$ cat src/design/tmp_pkg.sv
// Package with constants and carrier types of the tag memory partition and hide logic.
// ****************************************************************************
// ****************************************************************************
package tmp_pkg;

  // ****************************************************************************
  // Memory layout.
  // ****************************************************************************
  localparam int unsigned BLOCK_BITS       = 64;
  localparam int unsigned TOTAL_BLOCKS     = 10;
  localparam int unsigned EPC_BASE_BITS    = 128;
  localparam int unsigned EPC_MAX_EXTRA    = 5;
  localparam int unsigned USER_PWD_BITS    = 32;
  localparam logic [11:0] PART_WORD_ADDR   = 12'h1f0;
  localparam logic [11:0] FEAT_WORD_ADDR   = 12'h200;
  localparam logic [15:0] PART_WORD_RESET  = 16'h0000;
  // Field positions are word bit indexes counted from the LSB, bit 0 is word bit 0.
  localparam int unsigned PART_EPC_LSB     = 8;
  localparam int unsigned PART_PROT_LSB    = 4;
  localparam int unsigned PART_PRIV_LSB    = 0;
  localparam logic [15:0] PART_RFU_MASK    = 16'hf000;
  localparam int unsigned FEAT_EPC_HIDE    = 2;
  localparam int unsigned FEAT_TID_HIDE    = 1;

  // ****************************************************************************
  // Command code, CRC-16 constants and error codes.
  // ****************************************************************************
  localparam logic [15:0] CMD_HIDE         = 16'he001;
  localparam logic [15:0] CRC16_RESIDUE    = 16'h1d0f;
  localparam logic [15:0] CRC16_PRESET     = 16'hffff;
  localparam logic [15:0] CRC16_POLY       = 16'h1021;
  localparam logic [7:0]  ERR_LOCKED_MEM   = 8'h04;
  localparam logic [7:0]  ERR_OTHER        = 8'h00;

  // Air-interface session states as tracked by the surrounding tag core.
  typedef enum logic [2:0] {
    TMP_READY, TMP_ARBITRATE, TMP_REPLY, TMP_ACK, TMP_OPEN, TMP_SECURED, TMP_KILLED
  } tmp_tag_state_t;

  // Segment decode for one user-memory block.
  typedef enum logic [1:0] {
    TMP_SEG_EPC, TMP_SEG_OPEN, TMP_SEG_PROT, TMP_SEG_PRIV
  } tmp_seg_t;

  // Reply kinds handed to the backscatter encoder.
  typedef enum logic [1:0] {
    TMP_RPL_NONE, TMP_RPL_HANDLE, TMP_RPL_ERROR
  } tmp_rpl_kind_t;

  // Bit-serial command stream from the demodulator.
  typedef struct packed {
    logic frame_start;
    logic bit_valid;
    logic bit_data;
    logic frame_end;
  } tmp_rx_t;

  // Reply request to the backscatter encoder.
  typedef struct packed {
    logic          start;
    tmp_rpl_kind_t kind;
    logic          ext_preamble;
    logic [15:0]   handle;
    logic [7:0]    err_code;
  } tmp_tx_t;

  // Partition-word write request from the standard Write path.
  typedef struct packed {
    logic        wr;
    logic [15:0] data;
  } tmp_pwr_t;

endpackage : tmp_pkg

$ cat src/design/tmp_partition_hide.sv
// Partition decode, partition-word storage and hide command handling of the tag.
`timescale 1ns/10ps
module tmp_partition_hide (
  input  wire logic                    clock_i,        // System clock, 25 MHz.
  input  wire logic                    reset_i,        // Asynchronous reset, high.
  input  wire tmp_pkg::tmp_tag_state_t tag_state_i,    // Current session state.
  input  wire logic [15:0]             handle_i,       // Current handle.
  input  wire logic [31:0]             access_pwd_i,   // Stored access password.
  input  wire tmp_pkg::tmp_rx_t        rx_i,           // Demodulated command bits.
  input  wire tmp_pkg::tmp_pwr_t       part_wr_i,      // Standard Write to 1F0h.
  input  wire logic                    unhide_i,       // Valid unhide pulse.
  input  wire logic                    any_lock_i,     // A memory lock took place.
  input  wire logic                    nvm_fail_i,     // Flag store failed.
  input  wire logic [3:0]              blk_sel_i,      // User block to classify.
  output tmp_pkg::tmp_seg_t            blk_seg_o,      // Segment of that block.
  output logic                         blk_visible_o,  // Block exists for caller.
  output logic [15:0]                  part_word_o,    // Word for Read and Select.
  output logic                         part_wr_ok_o,   // Write accepted pulse.
  output logic                         part_wr_err_o,  // Write rejected pulse.
  output logic [9:0]                   epc_bits_o,     // EPC length in bits.
  output logic [3:0]                   open_blocks_o,  // Open segment blocks.
  output logic [11:0]                  user_pwd_addr_o,// User password bit address.
  output logic                         epc_hide_o,     // EPC hide flag.
  output logic                         tid_hide_o,     // TID hide flag.
  output logic                         go_arbitrate_o, // Request move to arbitrate.
  output tmp_pkg::tmp_tx_t             tx_o            // Reply request.
);

  // ****************************************************************************
  // State.
  // ****************************************************************************
  typedef struct packed {
    logic [15:0] part;
    logic        part_locked;
    logic        epc_hide;
    logic        tid_hide;
    logic [5:0]  nbits;
    logic [15:0] code;
    logic [15:0] hnd;
    logic [15:0] crc;
    logic        wr_ok;
    logic        wr_err;
    logic        go_arb;
    tmp_pkg::tmp_tx_t tx;
  } tmp_state_t;

  tmp_state_t st_r;
  tmp_state_t st_nxt;

  logic [3:0] epc_x;
  logic [3:0] prot_n;
  logic [3:0] priv_n;
  logic [4:0] used;
  logic [3:0] w_epc;
  logic [3:0] w_prot;
  logic [3:0] w_priv;
  logic [4:0] w_used;
  logic       secured;
  logic [3:0] pwd_blk;

  // Fields of the stored word; layout is MSB-first on the air.
  assign epc_x   = st_r.part[tmp_pkg::PART_EPC_LSB +: 4];
  assign prot_n  = st_r.part[tmp_pkg::PART_PROT_LSB +: 4];
  assign priv_n  = st_r.part[tmp_pkg::PART_PRIV_LSB +: 4];
  assign used    = {1'b0, epc_x} + {1'b0, prot_n} + {1'b0, priv_n};
  assign w_epc   = part_wr_i.data[tmp_pkg::PART_EPC_LSB +: 4];
  assign w_prot  = part_wr_i.data[tmp_pkg::PART_PROT_LSB +: 4];
  assign w_priv  = part_wr_i.data[tmp_pkg::PART_PRIV_LSB +: 4];
  assign w_used  = {1'b0, w_epc} + {1'b0, w_prot} + {1'b0, w_priv};
  assign secured = (tag_state_i == tmp_pkg::TMP_SECURED);

  // ****************************************************************************
  // Layout decode.
  // ****************************************************************************
  // Blocks run EPC extension, open, protected, private; private ends the memory.
  always_comb begin
    logic [4:0] b;
    b = {1'b0, blk_sel_i};
    if (b < {1'b0, epc_x}) begin
      blk_seg_o = tmp_pkg::TMP_SEG_EPC;
    end else if (b >= 5'(tmp_pkg::TOTAL_BLOCKS) - {1'b0, priv_n}) begin
      blk_seg_o = tmp_pkg::TMP_SEG_PRIV;
    end else if (b >= 5'(tmp_pkg::TOTAL_BLOCKS) - {1'b0, priv_n} - {1'b0, prot_n}) begin
      blk_seg_o = tmp_pkg::TMP_SEG_PROT;
    end else begin
      blk_seg_o = tmp_pkg::TMP_SEG_OPEN;
    end
  end

  // Private blocks vanish for callers outside the secured state.
  assign blk_visible_o   = (blk_sel_i < 4'(tmp_pkg::TOTAL_BLOCKS)) &&
                           ((blk_seg_o != tmp_pkg::TMP_SEG_PRIV) || secured);
  assign epc_bits_o      = 10'(tmp_pkg::EPC_BASE_BITS) + 10'({epc_x, 6'h00});
  assign open_blocks_o   = 4'(5'(tmp_pkg::TOTAL_BLOCKS) - used);
  // Blocks left to user memory, times 64 as a shift so no narrow product can overflow.
  assign pwd_blk         = 4'(tmp_pkg::TOTAL_BLOCKS) - epc_x;
  assign user_pwd_addr_o = {2'b00, pwd_blk, 6'h00};
  assign part_word_o     = st_r.part & ~tmp_pkg::PART_RFU_MASK;
  assign part_wr_ok_o    = st_r.wr_ok;
  assign part_wr_err_o   = st_r.wr_err;
  assign epc_hide_o      = st_r.epc_hide;
  assign tid_hide_o      = st_r.tid_hide;
  assign go_arbitrate_o  = st_r.go_arb;
  assign tx_o            = st_r.tx;

  // ****************************************************************************
  // CRC step.
  // ****************************************************************************
  function automatic logic [15:0] crc_step(input logic [15:0] c, input logic d);
    logic fb;
    fb = c[15] ^ d;
    crc_step = {c[14:0], 1'b0} ^ (fb ? tmp_pkg::CRC16_POLY : 16'h0000);
  endfunction : crc_step

  // ****************************************************************************
  // Next state.
  // ****************************************************************************
  // Commands are 48 bits; anything longer or shorter is not the hide command.
  always_comb begin
    logic good;
    st_nxt        = st_r;
    st_nxt.wr_ok  = 1'b0;
    st_nxt.wr_err = 1'b0;
    st_nxt.go_arb = 1'b0;
    st_nxt.tx     = '0;
    good          = 1'b0;

    // Partition word write: once, secured, at most ten blocks.
    if (part_wr_i.wr) begin
      if (st_r.part_locked || !secured || w_used > 5'(tmp_pkg::TOTAL_BLOCKS) ||
          w_epc > 4'(tmp_pkg::EPC_MAX_EXTRA)) begin
        st_nxt.wr_err = 1'b1;
      end else begin
        st_nxt.part        = part_wr_i.data & ~tmp_pkg::PART_RFU_MASK;
        st_nxt.part_locked = 1'b1;
        st_nxt.wr_ok       = 1'b1;
      end
    end
    if (any_lock_i) begin
      st_nxt.part_locked = 1'b1;
    end

    // Shift command bits and run CRC over all of them.
    if (rx_i.frame_start) begin
      st_nxt.nbits = '0;
      st_nxt.crc   = tmp_pkg::CRC16_PRESET;
    end else if (rx_i.bit_valid) begin
      st_nxt.crc = crc_step(st_r.crc, rx_i.bit_data);
      if (st_r.nbits < 6'd16) begin
        st_nxt.code = {st_r.code[14:0], rx_i.bit_data};
      end else if (st_r.nbits < 6'd32) begin
        st_nxt.hnd = {st_r.hnd[14:0], rx_i.bit_data};
      end
      if (st_r.nbits != 6'h3f) begin
        st_nxt.nbits = st_r.nbits + 6'd1;
      end
    end

    if (rx_i.frame_end && st_r.nbits == 6'd48 && st_r.code == tmp_pkg::CMD_HIDE &&
        st_r.crc == tmp_pkg::CRC16_RESIDUE) begin
      good = 1'b1;
    end

    if (good) begin
      case (tag_state_i)
        tmp_pkg::TMP_ARBITRATE, tmp_pkg::TMP_REPLY, tmp_pkg::TMP_ACK: begin
          st_nxt.go_arb = 1'b1;
        end
        tmp_pkg::TMP_SECURED: begin
          if (st_r.hnd != handle_i) begin
            st_nxt.go_arb = 1'b0;                               // Silent, stays secured.
          end else if (access_pwd_i == 32'h0000_0000) begin
            st_nxt.go_arb = 1'b1;
          end else if (nvm_fail_i) begin
            st_nxt.tx.start    = 1'b1;
            st_nxt.tx.kind     = tmp_pkg::TMP_RPL_ERROR;
            st_nxt.tx.err_code = tmp_pkg::ERR_OTHER;
            st_nxt.tx.ext_preamble = 1'b1;
          end else begin
            st_nxt.epc_hide        = 1'b1;
            st_nxt.tid_hide        = 1'b1;
            st_nxt.tx.start        = 1'b1;
            st_nxt.tx.kind         = tmp_pkg::TMP_RPL_HANDLE;
            st_nxt.tx.handle       = handle_i;
            st_nxt.tx.ext_preamble = 1'b1;
          end
        end
        default: begin
          st_nxt.go_arb = 1'b0;                                 // Ready, open, killed.
        end
      endcase
    end

    // Unhide clears unless a successful hide lands in the same cycle; the set wins.
    if (unhide_i && !(st_nxt.tx.start && st_nxt.tx.kind == tmp_pkg::TMP_RPL_HANDLE)) begin
      st_nxt.epc_hide = 1'b0;
      st_nxt.tid_hide = 1'b0;
    end
  end

  // State register; flags held in nonvolatile store restart cleared here.
  always_ff @(posedge clock_i or posedge reset_i) begin
    if (reset_i) begin
      st_r      <= '0;
      st_r.part <= tmp_pkg::PART_WORD_RESET;
    end else begin
      st_r <= st_nxt;
    end
  end

  // ****************************************************************************
  // Checks.
  // ****************************************************************************
  chk_hide_sets: assert property (@(posedge clock_i) disable iff (reset_i)
    (tx_o.start && tx_o.kind == tmp_pkg::TMP_RPL_HANDLE) |-> (epc_hide_o && tid_hide_o))
    else $error("Hide reply without flags set.");
  chk_ext_preamble: assert property (@(posedge clock_i) disable iff (reset_i)
    tx_o.start |-> tx_o.ext_preamble)
    else $error("Reply without extended preamble.");
  chk_handle_echo: assert property (@(posedge clock_i) disable iff (reset_i)
    (tx_o.start && tx_o.kind == tmp_pkg::TMP_RPL_HANDLE) |-> tx_o.handle == $past(handle_i))
    else $error("Reply handle mismatch.");
  chk_zero_pwd: assert property (@(posedge clock_i) disable iff (reset_i)
    ($past(access_pwd_i) == 32'h0) |-> !tx_o.start)
    else $error("Reply with zero access password.");
  chk_once_only: assert property (@(posedge clock_i) disable iff (reset_i)
    $past(st_r.part_locked) |-> !part_wr_ok_o)
    else $error("Partition word written twice.");
  chk_over_ten: assert property (@(posedge clock_i) disable iff (reset_i)
    (part_wr_i.wr && w_used > 5'd10) |=> part_wr_err_o)
    else $error("Oversized layout accepted.");
  chk_rfu_zero: assert property (@(posedge clock_i) disable iff (reset_i)
    part_word_o[15:12] == 4'h0)
    else $error("Reserved bits not zero.");
  chk_open_size: assert property (@(posedge clock_i) disable iff (reset_i)
    (open_blocks_o + epc_x + prot_n + priv_n) == 4'd10)
    else $error("Blocks do not sum to ten.");
  chk_private_hidden: assert property (@(posedge clock_i) disable iff (reset_i)
    (blk_seg_o == tmp_pkg::TMP_SEG_PRIV && !secured) |-> !blk_visible_o)
    else $error("Private block visible.");
  chk_lock_follows: assert property (@(posedge clock_i) disable iff (reset_i)
    any_lock_i |=> st_r.part_locked)
    else $error("Partition word not locked.");

  cov_hide_ok: cover property (@(posedge clock_i) disable iff (reset_i)
    tx_o.start && tx_o.kind == tmp_pkg::TMP_RPL_HANDLE);
  cov_hide_err: cover property (@(posedge clock_i) disable iff (reset_i)
    tx_o.start && tx_o.kind == tmp_pkg::TMP_RPL_ERROR);
  cov_part_ok: cover property (@(posedge clock_i) disable iff (reset_i) part_wr_ok_o);
  cov_arb: cover property (@(posedge clock_i) disable iff (reset_i) go_arbitrate_o);

endmodule : tmp_partition_hide

$ cat config.mk
export PLATFORM = sky130hd
export DESIGN_NAME = tmp_partition_hide
export DESIGN_NICKNAME = d
export VERILOG_FILES = /design/src/design/tmp_pkg.sv /design/src/design/tmp_partition_hide.sv
export SDC_FILE = /design/constraint.sdc
export NUM_CORES = 1
export LEC_CHECK = 0
export ABC_AREA = 1
export BUFFER_PORTS_ARGS = -buffer_cell sky130_fd_sc_hd__buf_2
export CAP_MARGIN = 20
export CORE_MARGIN = 10
export CORE_UTILIZATION = 40
export DETAILED_ROUTE_END_ITERATION = 8
export HOLD_SLACK_MARGIN = 0.1
export PLACE_DENSITY = 0.6
export SLEW_MARGIN = 25
export SYNTH_ARGS = -nofsm -noshare
export SYNTH_HDL_FRONTEND = slang
export SYNTH_SLANG_ARGS = --single-unit
export TNS_END_PERCENT = 100
$ cat constraint.sdc
create_clock -name clock_i -period 3.3 [get_ports clock_i]
set_input_delay 0.66 -clock clock_i [delete_from_list [all_inputs] [get_ports clock_i]]
set_output_delay 0.66 -clock clock_i [all_outputs]
set_load 0.02 [all_outputs]
==> results of run 1 <==
-- cell type report --
class | instances | share of cell area
inverter | 113 | 0.0656
clock buffer | 10 | 0.0347
tap | 176 | 0.0334
timing repair buffer | 149 | 0.126
multi-input combinational | 417 | 0.387
sequential | 90 | 0.342
clock inverter | 6 | 0.0112
-- cells in the mapped netlist (all sizes together), types with 4 or more instances --
library cell / instances
nand2: 128
nor2: 92
ha: 30
a22oi: 13
a21oi: 23
xnor2: 17
nand3: 15
nor3: 4
xor2: 9
inv: 112
buf: 65
clkbuf: 6
dfrtp: 90
o21ai: 34
nand4: 6
fa: 9
-- per-stage QoR --
stage	std cells	hold slack [ns]	utilization
after floorplan	691	0.440	-
after global placement	930	0.457	0.449
after detailed placement	930	0.488	0.449
after CTS	953	0.480	0.478
after global routing	961	0.523	0.494
final	961	0.455	0.494
-- worst paths after layout --
| check | from | endpoint | slack [ns] | depth (start not counted) |
|---|---|---|---|---|
| hold / removal | reset_i | part_wr_err_o$_DFF_PP0_ | 0.45 | 2 |
| setup reg to reg | st_r[79]$_DFFE_PP0P_ | tx_o[8]$_DFF_PP0_ | 1.38 | 10 |
| min in group clock_i | st_r[87]$_DFFE_PP0P_ | st_r[87]$_DFFE_PP0P_ | 0.50 | 2 |
| setup / recovery | part_word_o[1]$_DFFE_PP0P_ | blk_seg_o[1] | -0.08 | 12 |
| hold reg to reg | st_r[87]$_DFFE_PP0P_ | st_r[87]$_DFFE_PP0P_ | 0.50 | 2 |
| max in group asynchronous | reset_i | st_r[50]$_DFFE_PP0P_ | 2.14 | 3 |
-- cell usage in the layout, fill, tap and decap left out, drive strengths merged, types with 4 or more instances in the layout --
cell type | synthesis | final
a21oi | 23 | 23
a22oi | 13 | 13
buf | 65 | 149
clkbuf | 6 | 10
conb | 1 | 26
dfrtp | 90 | 90
fa | 9 | 9
ha | 30 | 30
inv | 112 | 114
nand2 | 128 | 128
nand3 | 15 | 15
nand4 | 6 | 6
nor2 | 92 | 92
nor3 | 4 | 4
o21ai | 34 | 34
xnor2 | 17 | 17
xor2 | 9 | 9
-- cell families (layout without fill, tap and decap cells) --
family	count (synthesis)	after routing
compound gates	79	79
fa+ha+maj	39	39
xor+xnor	26	26
simple gates	246	246
flops	90	90
buf+inv	184	278
other cells	1	26
mux	1	1
-- registers in the layout (all words and copies together) (netlist names) --
| name | flops |
|---|---|
| go_arbitrate_o | 1 |
| part_word_o | 12 |
| part_wr_ok_o | 1 |
| epc_hide_o | 1 |
| part_wr_err_o | 1 |
| st_r | 55 |
| tx_o | 19 |
-- power breakdown --
group          switching (mW)  total [mW]  internal, mW
clock                   0.450        1.05         0.598
sequential             0.0350        1.19          1.15
combinational           0.251       0.415         0.164
-- worst max-delay path, cell delays in order (launching register included) --
cell and delay [ns]:
dfrtp_2 0.44, ha_4 0.28, inv_1 0.07, fa_2 0.37
xnor2_2 0.14, ha_1 0.30, a21oi_2 0.16, o21ai_2 0.07
o21ai_1 0.16, inv_1 0.05, nor2_1 0.10, nor2_1 0.05
buf_4 0.17
-- metal layers --
layer  wire, um  track usage  vias to the layer above
met5          0            0                        -
met4        215       0.0468                        0
met3        688       0.0328                       15
met2       6660        0.234                       80
met1       5490        0.161                     2022
li1           -            -                     2196
-- what timing repair did --
action	in CTS	in global routing
setup endpoints to repair	3	4
gates resized for setup	15	35
endpoints found under the hold margin	0	0
pin swaps	9	24
buffers inserted	7	10
==> flow_metrics.env, run 1 <==
export IMPL_synth_xor_area_frac=0.0414
export IMPL_die_h_um=137
export IMPL_synth_top_area_cell="dfrtp_1"
export IMPL_synth_compound_area_frac=0.0814
export IMPL_antennaDiodeCount=0
export IMPL_grt_total_usage=0.135
export IMPL_register_area_um2=2260
export IMPL_crit_path_end_kind="output pin"
export IMPL_setup_viol=2
export IMPL_vias=4313
export IMPL_synthFlopType="dfrtp_1"
export IMPL_synth_edf_count=0
export IMPL_grt_pass1_wl_mm=20.5
export IMPL_crit_fanout=4
export IMPL_power_total_mw=2.65
export IMPL_hpwl_mm=10.2
export IMPL_die_area_um2=18800
export IMPL_crit_required_ns=2.64
export IMPL_max_clock_path_buffers=2
export IMPL_gp_congestion=0.833
export IMPL_clock_sinks=90
export IMPL_drc=0
export IMPL_syn_cell_area_um2=5500
export IMPL_max_slew_worst_pin_slew_ns=0.861
export IMPL_area_growth_pct=20.0
export IMPL_synthDistinctLibCells=36
export IMPL_synth_fa_ha_area_frac=0.101
export IMPL_portBuffers=128
export IMPL_netlist_instances=666
export IMPL_antenna_found_initial=0
export IMPL_cp_arrival_ns=2.72
export IMPL_critPathLaunchType="register"
export IMPL_synth_top_family_by_area="simple AND/OR/NAND/NOR gates"
export IMPL_wire_per_inst_um=13.6
export IMPL_synth_seq_cells=90
export IMPL_start_util=0.412
export IMPL_cts_clk_slew_worst_paths_ns=0.06
export IMPL_wl_mm=13.1
export IMPL_synth_top_area_share=0.409
export IMPL_yosys_warnings=0
export IMPL_finalHoldViolations=0
export IMPL_clockRootBuffer="clkbuf_16"
export IMPL_final_antenna_net_count=0
export IMPL_io_pins=159
export IMPL_drv_cap=0
export IMPL_async_flop_share=1.00
export IMPL_drv_slew=0
export IMPL_seq_area_frac_synth=0.409
export IMPL_ir_drop_mv=0.219
export IMPL_cts_tree="done"
export IMPL_synth_mux_area_fraction=0.00205
export IMPL_skew_ns=0.00987
export IMPL_viasPerCell=4.49
export IMPL_slew_headroom=0.426
export IMPL_overflow=0
export IMPL_avgSynthCellArea_um2=8.26
export IMPL_dieWidth_um=137
export IMPL_cts_buffers=9
export IMPL_place_area_um2=6000
export IMPL_rsz0062_at_grt="yes"
export IMPL_fmax_mhz=296
export IMPL_fill_cells=1295
export IMPL_failed_checks="negative setup slack"
export IMPL_crit_type="reg -> out"
export IMPL_p_per_area_nw_per_um2=402
export IMPL_clk_latency_ns=0.35
export IMPL_h_tree_depth=3
export IMPL_hold_buffers=0
export IMPL_fin_setup_tns_ns=-0.155
export IMPL_final_area_um2=6600
export IMPL_grt_max_degree=50
export IMPL_synthSimpleGateAreaFrac=0.193
export IMPL_num_rows=42
export IMPL_status="finished, violations left"
export IMPL_final_nets=900
export IMPL_setup_ws_ns=-0.0831
export IMPL_drive_above_1_share=0.285
export IMPL_core_area_um2=13300
export IMPL_dr_pass1_iters=4
export IMPL_multi_input_area_um2=2550
export IMPL_place_ws_ns=0.0759
export IMPL_hp_class="in -> async"
export IMPL_drt_initial_drc_count=245
export IMPL_synthTopCellsByArea="dfrtp_1, nand2_1, buf_4, inv_1, ha_1"
export IMPL_grt_pass1_vias=4317
export IMPL_finalCritPeriodShare=1.03
export IMPL_period_minus_slack_ns=3.38
export IMPL_leakagePower_nw=3.54
No activity file was read; power rests on OpenSTA's default activity.
==> run 2, diff against run 1 <==
--- a/config.mk
+++ b/config.mk
@@ -5,14 +5,13 @@
 export SDC_FILE = /design/constraint.sdc
 export NUM_CORES = 1
 export LEC_CHECK = 0
-export ABC_AREA = 1
 export BUFFER_PORTS_ARGS = -buffer_cell sky130_fd_sc_hd__buf_2
 export CAP_MARGIN = 20
 export CORE_MARGIN = 10
 export CORE_UTILIZATION = 40
 export DETAILED_ROUTE_END_ITERATION = 8
 export HOLD_SLACK_MARGIN = 0.1
-export PLACE_DENSITY = 0.6
+export PLACE_DENSITY = 0.61
 export SLEW_MARGIN = 25
 export SYNTH_ARGS = -nofsm -noshare
 export SYNTH_HDL_FRONTEND = slang
==> run 2 against run 1 <==
- the flow still finishes with violations (negative setup slack)
- die area fell by 4.2%
- setup slack got worse by 0.10 ns
- non-clock buffer count fell by 6
- sequential share of layout area rose by 2.3 points
- area after synthesis fell by 4.9%
- critical path type unchanged
- highest routed layer unchanged
==> flow_metrics.env, run 2 <==
export IMPL_status="finished, violations left"
export IMPL_failed_checks="negative setup slack"
export IMPL_critPathLaunchType="register"
export IMPL_crit_required_ns=2.64
export IMPL_setup_ws_ns=-0.184
export IMPL_die_area_um2=18100
export IMPL_core_area_um2=12700
export IMPL_power_frac_seq=0.466
export IMPL_portBuffers=128
export IMPL_p_int_mw=2.01
export IMPL_wl_met2_mm=6.06
export IMPL_overflow=0
export IMPL_clockRootBuffer="clkbuf_16"
export IMPL_synth_seq_cells=90
export IMPL_cp_arrival_ns=2.82
export IMPL_crit_type="reg -> out"
export IMPL_fin_setup_tns_ns=-0.425
export IMPL_fmax_mhz=287
export IMPL_finalHoldViolations=0
export IMPL_wl_met3_um=698
export IMPL_cp_top_family="adder cells"
export IMPL_final_cell_mix="buf_2, dfrtp_1, inv_1"
export IMPL_seq_area_frac_synth=0.430
export IMPL_grt_total_usage=0.134
export IMPL_dieWidth_um=134
export IMPL_period_minus_slack_ns=3.48
export IMPL_clkPwrFrac=0.377
export IMPL_slew_headroom=0.533
export IMPL_p_sw_frac=0.270
export IMPL_skew_ns=0.0115
export IMPL_fill_cells=1226
export IMPL_drc=0
export IMPL_final_antenna_net_count=0
export IMPL_grt_pass1_wl_mm=19.9
export IMPL_wl_met1_mm=5.13
export IMPL_slowest_delay_ns=0.43
export IMPL_largest_register_ffs=55
export IMPL_final_nets=691
export IMPL_final_util=0.486
export IMPL_clk_latency_ns=0.34
export IMPL_power_frac_comb=0.157
export IMPL_p_per_area_nw_per_um2=445
export IMPL_crit_slowest_cell="dfrtp_1"
export IMPL_num_rows=41
export IMPL_synth_common_cells="dfrtp_1, buf_4, inv_1, ha_1, mux2_1"
export IMPL_leakagePower_nw=3.09
export IMPL_hpwl_mm=9.49
export IMPL_cts_clk_slew_worst_paths_ns=0.06
export IMPL_final_area_um2=6180
export IMPL_crit_chain="ha_4 -> inv_4 -> ha_4 -> a21o_1 -> a21oi_2 -> xor2_1 -> ha_1 -> o21a_1 -> a21oi_2 -> or3_1 -> a21oi_1 -> buf_4"
export IMPL_hp_class="in -> async"
export IMPL_synthTopCellsByArea="dfrtp_1, buf_4, ha_1, mux2_1, xnor2_1"
export IMPL_ir_drop_mv=0.198
export IMPL_clock_sinks=90
export IMPL_antennaDiodeCount=0
export IMPL_gp_congestion=0.770
export IMPL_drv_slew=0
export IMPL_h_tree_depth=3
export IMPL_dr_pass1_iters=4
export IMPL_viasPerCell=4.76
export IMPL_final_common_cell="buf_2"
export IMPL_synth_top_area_cell="dfrtp_1"
export IMPL_place_area_um2=5750
export IMPL_async_flop_share=1.00
export IMPL_syn_cell_area_um2=5230
export IMPL_cts_tree="done"
export IMPL_drt_initial_drc_count=189
export IMPL_synthFlopType="dfrtp_1"
export IMPL_io_pins=159
export IMPL_synth_top_area_share=0.430
export IMPL_antenna_found_initial=0
export IMPL_die_h_um=134
export IMPL_crit_path_start="part_word_o[0]$_DFFE_PP0P_"
export IMPL_wl_mm=12.0
export IMPL_crit_path_end_kind="output pin"
export IMPL_regMostFlops="st_r"
export IMPL_area_growth_pct=18.1
export IMPL_cts_buffers=9
export IMPL_yosys_warnings=0
export IMPL_grt_max_degree=57
export IMPL_stdcell_count=748
export IMPL_finalCritPeriodShare=1.06
export IMPL_grt_pass1_vias=3825
export IMPL_rsz0062_at_grt="yes"
export IMPL_dr_max_layer_used="met4"
export IMPL_setup_viol=3
export IMPL_drive_above_1_share=0.344
export IMPL_synthDistinctLibCells=52
export IMPL_vias=3557
export IMPL_rr_startpoint="st_r[79]$_DFFE_PP0P_"
export IMPL_dp_cells=727
export IMPL_drv_cap=0
export IMPL_avgSynthCellArea_um2=11.3
export IMPL_netlist_instances=465
export IMPL_yosysMostFrequentCell="dfrtp_1"
export IMPL_power_net_switching_uw=743
export IMPL_max_clock_path_buffers=2
export IMPL_wire_per_inst_um=16.0
export IMPL_crit_fanout=2
export IMPL_start_util=0.411
export IMPL_synth_edf_count=0
export IMPL_crit_buf_inv=2
export IMPL_max_slew_worst_pin_slew_ns=0.701
run 2: final cells by class:
cell class | count | area, um2 | share of cell area
Multi-Input combinational cell | 293 | 2500 | 0.404
Sequential cell | 90 | 2250 | 0.365
Timing Repair Buffer | 143 | 777 | 0.126
Clock buffer | 10 | 229 | 0.0370
Tap cell | 172 | 215 | 0.0348
Inverter | 34 | 133 | 0.0215
Clock inverter | 6 | 75.1 | 0.0121
run 2: what timing repair did:
item	in CTS	in global routing
hold buffers	0	0
setup buffers	5	0
gates resized for setup	18	4
setup endpoints to repair	3	3
pin swaps	17	4
gates cloned	0	0
run 2: final timing paths:
check	to	depth (start not counted)	slack (ns)
setup / recovery	blk_seg_o[1]	12	-0.18
hold / removal	part_wr_ok_o$_DFF_PP0_	2	0.45
setup reg to reg	tx_o[18]$_DFF_PP0_	7	1.32
hold reg to reg	st_r[87]$_DFFE_PP0P_	1	0.48
max in group asynchronous	tx_o[18]$_DFF_PP0_	3	2.14
min in group clock_i	st_r[87]$_DFFE_PP0P_	1	0.48
run 2: power by group through the flow:
stage	Clock [mW]	Combinational, mW	Sequential (mW)
finish	1.04	0.431	1.28
CTS	1.08	0.436	1.28
global route	1.13	0.489	1.30
detailed placement	0	0.420	1.30
floorplan	0	0.322	1.27
global placement	0	0.404	1.30
run 2: per-layer routing:
metal / track usage / vias to the layer above
li1: - / 1713
met1: 0.165 / 1750
met2: 0.223 / 82
met3: 0.0396 / 12
met4: 0.0363 / 0
met5: 0 / -
run 2: kinds of logic after synthesis:
family | synth area share
other | 0.000717
xor gates and xnor gates | 0.0586
DFF | 0.430
adders and majority gates | 0.106
AOI/OAI and AO/OA | 0.0677
buffers and inverters | 0.123
and+or+nand+nor | 0.119
muxes | 0.0940
run 2: per-stage QoR:
step / worst slack (ns) / hold WS [ns] / total power, mW
2_1_floorplan: 0.0225 / 0.440 / 1.60
3_3_place_gp: 0.0391 / 0.471 / 1.70
3_5_place_dp: 0.0366 / 0.472 / 1.72
4_1_cts: -0.159 / 0.490 / 2.79
5_1_grt: -0.294 / 0.495 / 2.92
6_report: -0.184 / 0.446 / 2.75
==> run 3, diff against run 2 <==
--- a/config.mk
+++ b/config.mk
@@ -6,12 +6,12 @@
 export NUM_CORES = 1
 export LEC_CHECK = 0
 export BUFFER_PORTS_ARGS = -buffer_cell sky130_fd_sc_hd__buf_2
-export CAP_MARGIN = 20
 export CORE_MARGIN = 10
-export CORE_UTILIZATION = 40
+export CORE_UTILIZATION = 38
+export CTS_CLUSTER_DIAMETER = 200
 export DETAILED_ROUTE_END_ITERATION = 8
 export HOLD_SLACK_MARGIN = 0.1
-export PLACE_DENSITY = 0.61
+export PLACE_DENSITY = 0.58
 export SLEW_MARGIN = 25
 export SYNTH_ARGS = -nofsm -noshare
 export SYNTH_HDL_FRONTEND = slang
==> run 3 against run 2 <==
- the flow still finishes with violations (negative setup slack)
- via count decreased by 0.67%
- first-iteration DRC count grew 15%
- sequential share of layout area down 0.28 points
- setup slack worse by 0.038 ns
- non-clock buffer count up 2
- sequential power is essentially flat
- final cell count rose by 0.80%
- highest routed layer unchanged
==> flow_metrics.env, run 3 (same netlist as run 2, synthesis figures left out) <==
export IMPL_status="finished, violations left"
export IMPL_failed_checks="negative setup slack"
export IMPL_dp_cells=730
export IMPL_max_slew_worst_pin_slew_ns=0.586
export IMPL_wire_per_inst_um=16.1
export IMPL_die_area_um2=18900
export IMPL_drv_slew=0
export IMPL_hp_class="in -> async"
export IMPL_drive_above_1_share=0.356
export IMPL_crit_path_end_kind="output pin"
export IMPL_finalCritPeriodShare=1.07
export IMPL_viasPerCell=4.69
export IMPL_reg2reg_depth=7
export IMPL_reg2reg_to="tx_o[8]$_DFF_PP0_"
export IMPL_power_total_mw=2.72
export IMPL_antennaDiodeCount=0
export IMPL_dieWidth_um=137
export IMPL_gp_congestion=0.801
export IMPL_final_nets=693
export IMPL_final_area_um2=6230
export IMPL_largest_register_ffs=55
export IMPL_place_area_um2=5760
export IMPL_io_pins=159
export IMPL_vias=3533
export IMPL_dr_pass1_iters=4
export IMPL_setup_ws_ns=-0.222
export IMPL_cts_tree="done"
export IMPL_wl_mm=12.1
export IMPL_drt_initial_drc_count=218
export IMPL_crit_type="reg -> out"
export IMPL_drc=0
export IMPL_p_per_area_nw_per_um2=436
export IMPL_fill_cells=1251
export IMPL_core_area_um2=13300
export IMPL_power_frac_seq=0.472
export IMPL_start_util=0.392
export IMPL_finalHoldViolations=0
export IMPL_final_antenna_net_count=0
export IMPL_rsz0062_at_grt="yes"
export IMPL_p_int_mw=1.94
export IMPL_place_ws_ns=-0.0345
export IMPL_period_minus_slack_ns=3.52
export IMPL_final_common_cell="buf_2"
export IMPL_critPathLaunchType="register"
export IMPL_clkPwrFrac=0.364
export IMPL_grt_pass1_vias=3748
export IMPL_stdcell_count=754
export IMPL_final_cell_mix="buf_2, dfrtp_1, inv_1, mux2_1"
export IMPL_crit_fanout=3
export IMPL_clockRootBuffer="clkbuf_16"
export IMPL_r2r_slack_ns=1.32
export IMPL_regMostFlops="st_r"
export IMPL_fmax_mhz=284
export IMPL_power_frac_comb=0.164
export IMPL_drv_cap=0
export IMPL_portBuffers=128
export IMPL_cts_clk_slew_worst_paths_ns=0.07
export IMPL_leakagePower_nw=3.11
export IMPL_grt_max_degree=91
export IMPL_p_sw_frac=0.284
export IMPL_cp_arrival_ns=2.86
export IMPL_num_rows=42
export IMPL_max_clock_path_buffers=2
export IMPL_h_tree_depth=3
export IMPL_ir_drop_mv=0.253
export IMPL_clk_latency_ns=0.35
export IMPL_antenna_found_initial=0
export IMPL_power_net_switching_uw=772
export IMPL_setup_viol=3
export IMPL_final_util=0.467
export IMPL_grt_total_usage=0.130
export IMPL_hpwl_mm=9.50
export IMPL_clock_sinks=90
export IMPL_overflow=0
export IMPL_die_h_um=137
export IMPL_cts_buffers=9
export IMPL_grt_pass1_wl_mm=19.4
export IMPL_area_growth_pct=19.1
export IMPL_crit_required_ns=2.64
export IMPL_rr_startpoint="st_r[79]$_DFFE_PP0P_"
export IMPL_skew_ns=0.00525
export IMPL_slew_headroom=0.609
[run 3: changes by cell type in the layout (fill, tap and decap cells not counted), moves of 2 or more]
cell | previous run | this run
inv_1 | 30 | 27
buf_6 | 1 | 3
clkinv_2 | 0 | 2
inv_2 | 2 | 4
[run 3: power by group through the flow]
stage / clock [mW] / combinational (mW) / sequential (mW)
final: 0.988 / 0.445 / 1.28
after global routing: 1.07 / 0.501 / 1.29
after CTS: 1.02 / 0.446 / 1.28
after detailed placement: 0 / 0.427 / 1.30
after global placement: 0 / 0.409 / 1.29
after floorplan: 0 / 0.322 / 1.27
[run 3: cell type report]
cell class | count | area (um2) | share of cell area
multi-input combinational | 293 | 2520 | 0.405
sequential | 90 | 2250 | 0.362
timing repair buffer | 145 | 812 | 0.130
clock buffer | 9 | 225 | 0.0362
tap | 176 | 220 | 0.0353
inverter | 34 | 134 | 0.0215
clock inverter | 7 | 61.3 | 0.00984
[run 3: worst max-delay path, stage by stage, from the launching register on]
cell	delay, ns
dfrtp_2	0.45
ha_4	0.30
inv_4	0.04
ha_4	0.20
a21o_1	0.17
a21oi_2	0.15
xor2_1	0.09
ha_1	0.28
o21a_1	0.14
a21oi_2	0.06
or3_4	0.36
a21oi_2	0.15
buf_6	0.13
[run 3: metrics by stage]
| stage | hold slack (ns) | TNS (ns) |
|---|---|---|
| after detailed placement | 0.463 | -0.0345 |
| final | 0.412 | -0.561 |
| after CTS | 0.439 | -0.648 |
| after global placement | 0.466 | 0 |
| after global routing | 0.457 | -0.933 |
| after floorplan | 0.440 | 0 |
[run 3: metal layers]
layer	up-vias	wire, um	GRT usage
met5	-	0	0
met4	0	226	0.0521
met3	15	765	0.0259
met2	83	5980	0.219
met1	1719	5160	0.160
li1	1716	-	-
[run 3: how the worst max path moves through the flow]
| stage | startpoint | endpoint |
|---|---|---|
| 4_1_cts | part_word_o[1]$_DFFE_PP0P_ | blk_seg_o[1] |
| 3_3_place_gp | part_word_o[1]$_DFFE_PP0P_ | blk_seg_o[1] |
| 5_1_grt | part_word_o[0]$_DFFE_PP0P_ | blk_seg_o[0] |
| 6_report | part_word_o[1]$_DFFE_PP0P_ | blk_seg_o[1] |
| 2_1_floorplan | part_word_o[9]$_DFFE_PP0P_ | open_blocks_o[3] |
| 3_5_place_dp | part_word_o[1]$_DFFE_PP0P_ | blk_seg_o[1] |
[run 3: timing repair]
action,in CTS,in global routing
pin swaps,22,19
setup endpoints to repair,3,3
setup buffers,8,0
hold buffers,0,0
gates resized for setup,22,10
